$ cat src/design/trc_pkg.sv
package trc_pkg;

  // ---------------------------------------------------------------
  // bus geometry
  // ---------------------------------------------------------------
  localparam int ADDR_W = 8;
  localparam int DATA_W = 32;

  // ---------------------------------------------------------------
  // register byte addresses
  // ---------------------------------------------------------------
  localparam logic [ADDR_W-1:0] OFS_MODULE_ENABLE = 8'h00;
  localparam logic [ADDR_W-1:0] OFS_RUN_COMMAND = 8'h04;
  localparam logic [ADDR_W-1:0] OFS_CONTROL = 8'h08;
  localparam logic [ADDR_W-1:0] OFS_COMPARE0 = 8'h20;
  localparam logic [ADDR_W-1:0] OFS_COMPARE1 = 8'h24;
  localparam logic [ADDR_W-1:0] OFS_COUNTER_VALUE = 8'h40;

  // ---------------------------------------------------------------
  // reset values
  // ---------------------------------------------------------------
  localparam logic [DATA_W-1:0] RST_MODULE_ENABLE = 32'h0000_0000;
  localparam logic [DATA_W-1:0] RST_RUN_COMMAND = 32'h0000_0000;
  localparam logic [DATA_W-1:0] RST_CONTROL = 32'h0000_0000;
  localparam logic [DATA_W-1:0] RST_COMPARE = 32'h0000_0000;
  localparam logic [DATA_W-1:0] READ_ZERO = 32'h0000_0000;

  // ---------------------------------------------------------------
  // field positions: timer_module_enable
  // ---------------------------------------------------------------
  localparam int BIT_MODULE_CLOCK_ENABLE = 7;
  localparam int BIT_DEBUG_HALT_STOP = 6;

  // ---------------------------------------------------------------
  // field positions: timer_run_command
  // ---------------------------------------------------------------
  localparam int BIT_PRESCALER_RUN = 2;
  localparam int BIT_COUNTER_RUN = 0;

  // ---------------------------------------------------------------
  // field positions: timer_control
  // ---------------------------------------------------------------
  localparam int BIT_DOUBLE_BUFFER_ENABLE = 7;
  localparam int BIT_SYNCHRONOUS_START = 5;
  localparam int BIT_IDLE_OPERATION = 3;
  localparam int BIT_TRIGGER_EDGE_SELECT = 1;
  localparam int BIT_COUNT_START_SELECT = 0;

  // ---------------------------------------------------------------
  // counting defaults
  // ---------------------------------------------------------------
  localparam int CNT_W_DEF = 16;
  localparam int PRE_W_DEF = 8;
  localparam int PRE_DIV_DEF = 2;

endpackage

$ cat src/design/trc_sync2.sv
`timescale 1ns/1ps

module trc_sync2 #(
  parameter int WIDTH = 1
) (
  input wire logic clock,
  input wire logic rst_b,
  input wire logic [WIDTH-1:0] d,
  output logic [WIDTH-1:0] q
);

  typedef struct packed {
    logic [WIDTH-1:0] meta;
    logic [WIDTH-1:0] sync;
  } trc_sync_s;

  trc_sync_s s;
  trc_sync_s next_s;

  // meta is read only by sync, never by other logic
  always_comb begin
    next_s.meta = d;
    next_s.sync = s.meta;
  end

  always_ff @(posedge clock or negedge rst_b) begin
    if (!rst_b) begin
      s <= '0;
    end else begin
      s <= next_s;
    end
  end

  assign q = s.sync;

endmodule

$ cat src/design/trc_timer.sv
`timescale 1ns/1ps

module trc_timer
  import trc_pkg::*;
#(
  parameter int CNT_W = trc_pkg::CNT_W_DEF,
  parameter int PRE_W = trc_pkg::PRE_W_DEF,
  parameter int PRE_DIV = trc_pkg::PRE_DIV_DEF
) (
  input wire logic clock,
  input wire logic rst_b,
  input wire logic [trc_pkg::ADDR_W-1:0] addr,
  input wire logic [trc_pkg::DATA_W-1:0] wdata,
  input wire logic wr,
  input wire logic rd,
  output logic [trc_pkg::DATA_W-1:0] rdata,
  input wire logic timer_input_pin,
  input wire logic debug_halted,
  input wire logic idle_mode,
  input wire logic sync_start_in,
  output logic [CNT_W-1:0] count_value,
  output logic compare0_match,
  output logic compare1_match,
  output logic counting
);

  import trc_pkg::*;

  // ---------------------------------------------------------------
  // elaboration checks
  // ---------------------------------------------------------------
  if (CNT_W < 1 || CNT_W > DATA_W) begin : g_bad_cnt_w
    $error("counter width must lie between 1 and the data width");
  end
  if (PRE_DIV < 1 || PRE_DIV > (1 << PRE_W)) begin : g_bad_pre_div
    $error("prescaler divide does not fit the prescaler width");
  end

  localparam logic [CNT_W-1:0] CNT_ONE = CNT_W'(1);
  localparam logic [PRE_W-1:0] PRE_ONE = PRE_W'(1);
  localparam logic [PRE_W-1:0] PRE_LAST = PRE_W'(PRE_DIV - 1);

  // ---------------------------------------------------------------
  // state
  // ---------------------------------------------------------------
  typedef struct packed {
    logic en;
    logic halt_stop;
    logic prun;
    logic run;
    logic wbf;
    logic sync;
    logic idle_op;
    logic trg_fall;
    logic css;
    logic started;
    logic pin_prev;
    logic [PRE_W-1:0] pre;
    logic [CNT_W-1:0] cnt;
    logic [CNT_W-1:0] cmp0_buf;
    logic [CNT_W-1:0] cmp1_buf;
    logic [CNT_W-1:0] cmp0;
    logic [CNT_W-1:0] cmp1;
    logic match0;
    logic match1;
    logic [DATA_W-1:0] rdata;
  } trc_state_s;

  trc_state_s s;
  trc_state_s next_s;
  logic rst_sync_b;
  logic pin_s;

  // ---------------------------------------------------------------
  // reset release and pin synchronisers
  // ---------------------------------------------------------------
  trc_sync2 #(.WIDTH(1)) u_rst_sync (
    .clock(clock),
    .rst_b(rst_b),
    .d(1'b1),
    .q(rst_sync_b)
  );

  trc_sync2 #(.WIDTH(1)) u_pin_sync (
    .clock(clock),
    .rst_b(rst_sync_b),
    .d(timer_input_pin),
    .q(pin_s)
  );

  // ---------------------------------------------------------------
  // next state
  // ---------------------------------------------------------------
  logic clk_on;
  logic tick;
  logic trig_edge;
  logic start_ok;
  logic [DATA_W-1:0] rv;

  always_comb begin
    next_s = s;
    next_s.match0 = 1'b0;
    next_s.match1 = 1'b0;
    next_s.pin_prev = pin_s;
    rv = READ_ZERO;

    clk_on = s.en && !(debug_halted && s.halt_stop) && !(idle_mode && !s.idle_op);
    tick = s.prun && (s.pre == PRE_LAST);
    trig_edge = s.trg_fall ? (s.pin_prev && !pin_s) : (!s.pin_prev && pin_s);
    start_ok = (!s.sync || sync_start_in) && (!s.css || trig_edge);

    if (clk_on) begin
      if (!s.prun || tick) begin
        next_s.pre = '0;
      end else begin
        next_s.pre = s.pre + PRE_ONE;
      end
      if (!s.run) begin
        next_s.cnt = '0;
        next_s.started = 1'b0;
        // a held-clear counter counts as a clear, so buffers load now
        next_s.cmp0 = s.cmp0_buf;
        next_s.cmp1 = s.cmp1_buf;
      end else if (!s.started) begin
        next_s.started = start_ok;
      end else if (tick) begin
        next_s.match0 = (s.cnt == s.cmp0);
        if (s.cnt == s.cmp1) begin
          next_s.match1 = 1'b1;
          next_s.cnt = '0;
          next_s.cmp0 = s.cmp0_buf;
          next_s.cmp1 = s.cmp1_buf;
        end else begin
          next_s.cnt = s.cnt + CNT_ONE;
        end
      end
    end

    // ---------------------------------------------------------------
    // register writes
    // ---------------------------------------------------------------
    if (wr) begin
      if (addr == OFS_MODULE_ENABLE) begin
        next_s.en = wdata[BIT_MODULE_CLOCK_ENABLE];
        next_s.halt_stop = wdata[BIT_DEBUG_HALT_STOP];
      end else if (s.en) begin
        unique case (addr)
          OFS_RUN_COMMAND: begin
            next_s.prun = wdata[BIT_PRESCALER_RUN];
            next_s.run = wdata[BIT_COUNTER_RUN];
          end
          OFS_CONTROL: begin
            next_s.wbf = wdata[BIT_DOUBLE_BUFFER_ENABLE];
            next_s.sync = wdata[BIT_SYNCHRONOUS_START];
            next_s.idle_op = wdata[BIT_IDLE_OPERATION];
            next_s.trg_fall = wdata[BIT_TRIGGER_EDGE_SELECT];
            next_s.css = wdata[BIT_COUNT_START_SELECT];
          end
          OFS_COMPARE0: begin
            next_s.cmp0_buf = wdata[CNT_W-1:0];
            if (!s.wbf) begin
              next_s.cmp0 = wdata[CNT_W-1:0];
            end
          end
          OFS_COMPARE1: begin
            next_s.cmp1_buf = wdata[CNT_W-1:0];
            if (!s.wbf) begin
              next_s.cmp1 = wdata[CNT_W-1:0];
            end
          end
          default: begin
          end
        endcase
      end
    end

    // ---------------------------------------------------------------
    // register reads
    // ---------------------------------------------------------------
    if (rd) begin
      if (addr == OFS_MODULE_ENABLE) begin
        rv[BIT_MODULE_CLOCK_ENABLE] = s.en;
        rv[BIT_DEBUG_HALT_STOP] = s.halt_stop;
      end else if (s.en) begin
        // disabled or unmapped reads give zero
        unique case (addr)
          OFS_RUN_COMMAND: begin
            rv[BIT_PRESCALER_RUN] = s.prun;
            rv[BIT_COUNTER_RUN] = s.run;
          end
          OFS_CONTROL: begin
            rv[BIT_DOUBLE_BUFFER_ENABLE] = s.wbf;
            rv[BIT_SYNCHRONOUS_START] = s.sync;
            rv[BIT_IDLE_OPERATION] = s.idle_op;
            rv[BIT_TRIGGER_EDGE_SELECT] = s.trg_fall;
            rv[BIT_COUNT_START_SELECT] = s.css;
          end
          OFS_COMPARE0: begin
            rv[CNT_W-1:0] = s.cmp0_buf;
          end
          OFS_COMPARE1: begin
            rv[CNT_W-1:0] = s.cmp1_buf;
          end
          OFS_COUNTER_VALUE: begin
            rv[CNT_W-1:0] = s.cnt;
          end
          default: begin
          end
        endcase
      end
    end
    next_s.rdata = rv;
  end

  // ---------------------------------------------------------------
  // state register
  // ---------------------------------------------------------------
  // only reset clears; disabling leaves values alone
  always_ff @(posedge clock or negedge rst_sync_b) begin
    if (!rst_sync_b) begin
      s <= '0;
    end else begin
      s <= next_s;
    end
  end

  assign rdata = s.rdata;
  assign count_value = s.cnt;
  assign compare0_match = s.match0;
  assign compare1_match = s.match1;
  assign counting = s.started;

  // ---------------------------------------------------------------
  // assertions
  // ---------------------------------------------------------------
  property p_disabled_read_zero;
    @(posedge clock) disable iff (!rst_sync_b)
    (rd && !s.en && addr != OFS_MODULE_ENABLE) |=> (rdata == READ_ZERO);
  endproperty
  a_disabled_read_zero: assert property (p_disabled_read_zero)
    else $error("read of gated register returned data");

  property p_disabled_write_blocked;
    @(posedge clock) disable iff (!rst_sync_b)
    (wr && !s.en && addr == OFS_RUN_COMMAND) |=> (s.run == $past(s.run) && s.prun == $past(s.prun));
  endproperty
  a_disabled_write_blocked: assert property (p_disabled_write_blocked)
    else $error("write to gated register took effect");

  property p_disable_keeps;
    @(posedge clock) disable iff (!rst_sync_b)
    ($fell(s.en)) |-> ##1 ($stable(s.cnt) && $stable(s.cmp1) && $stable(s.css));
  endproperty
  a_disable_keeps: assert property (p_disable_keeps)
    else $error("registers changed after disable");

  property p_halt_freezes;
    @(posedge clock) disable iff (!rst_sync_b)
    (debug_halted && s.halt_stop) |=> ($stable(s.cnt) && $stable(s.pre));
  endproperty
  a_halt_freezes: assert property (p_halt_freezes)
    else $error("timer moved during debug halt");

  property p_prescaler_clear;
    @(posedge clock) disable iff (!rst_sync_b)
    (clk_on && !s.prun) |=> (s.pre == '0);
  endproperty
  a_prescaler_clear: assert property (p_prescaler_clear)
    else $error("stopped prescaler not cleared");

  property p_counter_clear;
    @(posedge clock) disable iff (!rst_sync_b)
    (clk_on && !s.run) |=> (s.cnt == '0 && !s.started);
  endproperty
  a_counter_clear: assert property (p_counter_clear)
    else $error("stopped counter not cleared");

  property p_sync_waits;
    @(posedge clock) disable iff (!rst_sync_b)
    (s.run && !s.started && s.sync && !sync_start_in) |=> !s.started;
  endproperty
  a_sync_waits: assert property (p_sync_waits)
    else $error("synchronous channel started alone");

  property p_idle_stops;
    @(posedge clock) disable iff (!rst_sync_b)
    (idle_mode && !s.idle_op) |=> ($stable(s.cnt) && $stable(s.started));
  endproperty
  a_idle_stops: assert property (p_idle_stops)
    else $error("timer moved in idle with idle operation off");

  property p_trigger_start;
    @(posedge clock) disable iff (!rst_sync_b)
    (clk_on && s.run && !s.started && s.css && !s.sync && trig_edge) |=> s.started;
  endproperty
  a_trigger_start: assert property (p_trigger_start)
    else $error("selected trigger edge did not start counting");

  property p_trigger_waits;
    @(posedge clock) disable iff (!rst_sync_b)
    (s.run && !s.started && s.css && !trig_edge) |=> !s.started;
  endproperty
  a_trigger_waits: assert property (p_trigger_waits)
    else $error("counting began without the trigger edge");

  property p_direct_compare;
    @(posedge clock) disable iff (!rst_sync_b)
    (wr && s.en && !s.wbf && addr == OFS_COMPARE0) |=> (s.cmp0 == $past(wdata[CNT_W-1:0]));
  endproperty
  a_direct_compare: assert property (p_direct_compare)
    else $error("unbuffered compare write did not take effect");

  property p_buffered_hold;
    @(posedge clock) disable iff (!rst_sync_b)
    (wr && s.en && s.wbf && s.run && addr == OFS_COMPARE1 && !tick) |=> $stable(s.cmp1);
  endproperty
  a_buffered_hold: assert property (p_buffered_hold)
    else $error("buffered compare changed before counter clear");

  property p_unused_zero;
    @(posedge clock) disable iff (!rst_sync_b)
    (rd && (addr == OFS_MODULE_ENABLE || addr == OFS_CONTROL))
      |=> (rdata[DATA_W-1:8] == '0 && rdata[4] == 1'b0 && rdata[2] == 1'b0);
  endproperty
  a_unused_zero: assert property (p_unused_zero)
    else $error("unused bit read as one");

endmodule

$ cat config.mk
export PLATFORM = sky130hd
export DESIGN_NAME = trc_timer
export DESIGN_NICKNAME = d
export VERILOG_FILES = /design/src/design/trc_pkg.sv /design/src/design/trc_sync2.sv /design/src/design/trc_timer.sv
export SDC_FILE = /design/constraint.sdc
export NUM_CORES = 1
export LEC_CHECK = 0
export CAP_MARGIN = 10
export CORE_UTILIZATION = 30
export DETAILED_ROUTE_END_ITERATION = 8
export DONT_BUFFER_PORTS = 1
export GPL_ROUTABILITY_DRIVEN = 0
export HOLD_SLACK_MARGIN = 0.03
export PLACE_DENSITY = 0.51
export SYNTH_ARGS = -nofsm -noshare
export SYNTH_HDL_FRONTEND = slang
export SYNTH_SLANG_ARGS = --single-unit
$ cat constraint.sdc
create_clock -name clock -period 7.58 [get_ports clock]
set_clock_uncertainty 0.1 [all_clocks]
set_input_delay 0 -clock clock [delete_from_list [all_inputs] [get_ports clock]]
set_output_delay 0 -clock clock [all_outputs]
set_load 0.01 [all_outputs]
==> results.sh <==
export IMPL_io_buffers=0
export IMPL_r2r_start="s[132]"
export IMPL_cts_tree="done"
export IMPL_synth_area_leader_cell="dfrtp_1"
export IMPL_design_area_um2=8070
export IMPL_syn_inst=703
export IMPL_cellLeakagePower_nw=3.14
export IMPL_async_flop_share=1.00
export IMPL_fmax_ghz=0.311
export IMPL_holdCritStartpoint="debug_halted"
export IMPL_ant_nets=0
export IMPL_setup_worst_path_start="s[132]"
export IMPL_setup_viol=0
export IMPL_yosysMostFrequentCell="dfrtp_1"
export IMPL_post_dp_hpwl_um=13700
export IMPL_ys_types=60
export IMPL_clkTransAtPathRegs_ns=0.06
export IMPL_slew_violations=0
export IMPL_route_vias_total=5484
export IMPL_synth_warnings=0
export IMPL_synth_edf_count=0
export IMPL_nNetsFinal=739
export IMPL_critPathKind="reg2reg"
export IMPL_tightest_slew_ns=1.11
export IMPL_die_area_um2=24300
export IMPL_status="finished clean"
export IMPL_yosysTopAreaCellShare=0.426
export IMPL_grt_max_degree=75
export IMPL_end_kind="flop"
export IMPL_overflow=0
export IMPL_clk_path_buf_depth=2
export IMPL_p_per_area_nw_per_um2=262
export IMPL_clock_sinks=121
export IMPL_max_cap_violations=0
export IMPL_synth_seq_cells=121
export IMPL_worstSetupStartpointType="flop"
export IMPL_start_util=0.310
export IMPL_wirelength_um=21000
export IMPL_grt_setup_unrepaired="false"
export IMPL_layout_drive_gt1_share=0.201
export IMPL_core_area_um2=22900
export IMPL_cts_inserted_buffers=17
export IMPL_antenna_found_initial=2
export IMPL_tns_ns=0
export IMPL_ys_seq_area_frac=0.426
export IMPL_min_path_cells=4
export IMPL_min_path_type="in2reg"
export IMPL_grt_pass1_wl_um=33100
export IMPL_drt_initial_drc_count=537
export IMPL_synth_flop_cell="dfrtp_1"
export IMPL_irDropWorstVdd_mv=0.107
export IMPL_first_pass_iters=5
export IMPL_std_cell_rows=55
export IMPL_syn_area_um2=7110
export IMPL_drc_errors=0
export IMPL_io_pins=99
export IMPL_synthTopCellsByCount="dfrtp_1, nand2_1, nor3_1"
export IMPL_syn_to_final_growth_pct=13.5
export IMPL_cts_setup_buffers=0
export IMPL_worstRegToRegCells=5
export IMPL_critPathMaxFanout=18
export IMPL_hold_viol=0
export IMPL_arrival_ns=3.44
export IMPL_final_core_util=0.352
export IMPL_dpl_instance_area_um2=7020
export IMPL_fp_dieH_um=156
export IMPL_synth_area_leaders="dfrtp_1, mux2_2, nor3_1, buf_4, nand2_1"
export IMPL_track_usage=0.180
export IMPL_die_w_um=156
export IMPL_grt_pass1_vias=5473
export IMPL_htreeDepth=4
export IMPL_insertion_delay_ns=0.43
export IMPL_cts_root_buf="clkbuf_16"
export IMPL_period_share=0.424
export IMPL_relSlewSlack=0.255
export IMPL_worstPathRequired_ns=7.80
export IMPL_period_needed_ns=3.22
export IMPL_wl_per_cell_um=20.6
export IMPL_synth_avg_cell_area_um2=10.1
export IMPL_viasPerCell=5.40
## sequential cells by signal, summed over array words and instances, names as in the netlist
signal / flops
s: 82
count_value: 16
rdata: 16
compare0_match: 1
compare1_match: 1
counting: 1
u_pin_sync.next_s: 1
u_pin_sync.q: 1
u_rst_sync.next_s: 1
u_rst_sync.q: 1
## through the flow
step           hold WS [ns]  setup WS [ns]  cells  power (mW)
3_5_place_dp         -0.396           4.46    938        1.27
6_report             0.0418           4.36   1016        2.11
2_1_floorplan        -0.396           3.86    718        1.21
4_1_cts              0.0310           4.46   1014        2.13
5_1_grt              0.0637           4.19   1015        2.21
3_3_place_gp         -0.396           4.53    938        1.26
## per-layer routing
layer	GRT usage	wire length, um
met1	0.241	9320
met5	0	0
met3	0.0306	1090
met4	0.0766	411
met2	0.285	10100
## critical path, cell delays in order, from the launching register on
cell      delay [ns]
dfrtp_1         0.47
and3b_1         0.25
nand4_1         0.87
nand3_1         1.05
nor3_1          0.13
a211oi_1        0.24
## worst paths after layout
| check | slack, ns | end |
|---|---|---|
| setup / recovery | 4.36 | s[57] |
| hold / removal | 0.04 | s[121] |
| setup reg to reg | 4.36 | s[57] |
| hold reg to reg | 0.24 | rdata[12] |
| max in group asynchronous | 5.66 | s[119] |
| min in group asynchronous | 0.23 | u_rst_sync.q |
## cells by family (layout without fill, tap and decap cells)
group,after synthesis,in the layout,synth area share
AND/OR/NAND/NOR,247,247,0.180
AO/OA/AOI/OAI,145,145,0.189
flip-flops,121,121,0.426
buffers and inverters,111,94,0.0929
multiplexers,42,42,0.0663
XOR/XNOR,32,32,0.0394
adder cells (fa/ha/maj),3,3,0.00528
other,2,19,0.00106
## layout by cell type, fill, tap and decap left out, types with 7 or more instances in the layout
cell type      synthesis  routed
dfrtp_1              121     120
nand2_1               80      80
nor3_1                73      73
dlygate4sd3_1          0      44
mux2_2                41      41
xor2_1                24      24
nand4_1               22      22
o221ai_2              19      19
a22oi_1               18      18
a211oi_2              17      17
a21oi_1               17      17
conb_1                 2      17
clkbuf_16              0      17
a211oi_1              15      15
o21ai_0               15      15
o221ai_1              13      13
nand3_1               11      11
buf_4                 48      10
inv_1                  8       8
nor4_1                 8       8
nor2_1                 8       8
xnor2_1                8       8
o311ai_2               8       8
and2_1                 7       7
## where the power goes
part / switching [mW] / internal, mW
clock: 0.303 / 0.531
combinational: 0.153 / 0.193
sequential: 0.189 / 0.742
## area by class of cell
cell class                      count  area, um^2
Tap cell                          313         392
Fill cell                        2304       14800
Sequential cell                   121        3030
Antenna cell                        2        5.00
Inverter                            8        30.0
Clock buffer                       20         457
Timing Repair Buffer               54         515
Clock inverter                     12         149
Multi-Input combinational cell    486        3490
## repair_timing
action / in CTS / in global routing
hold endpoints to repair: 90 / 0
hold buffers: 44 / 0
resized for setup: 0 / 0
(Power assumes the default switching activity.)
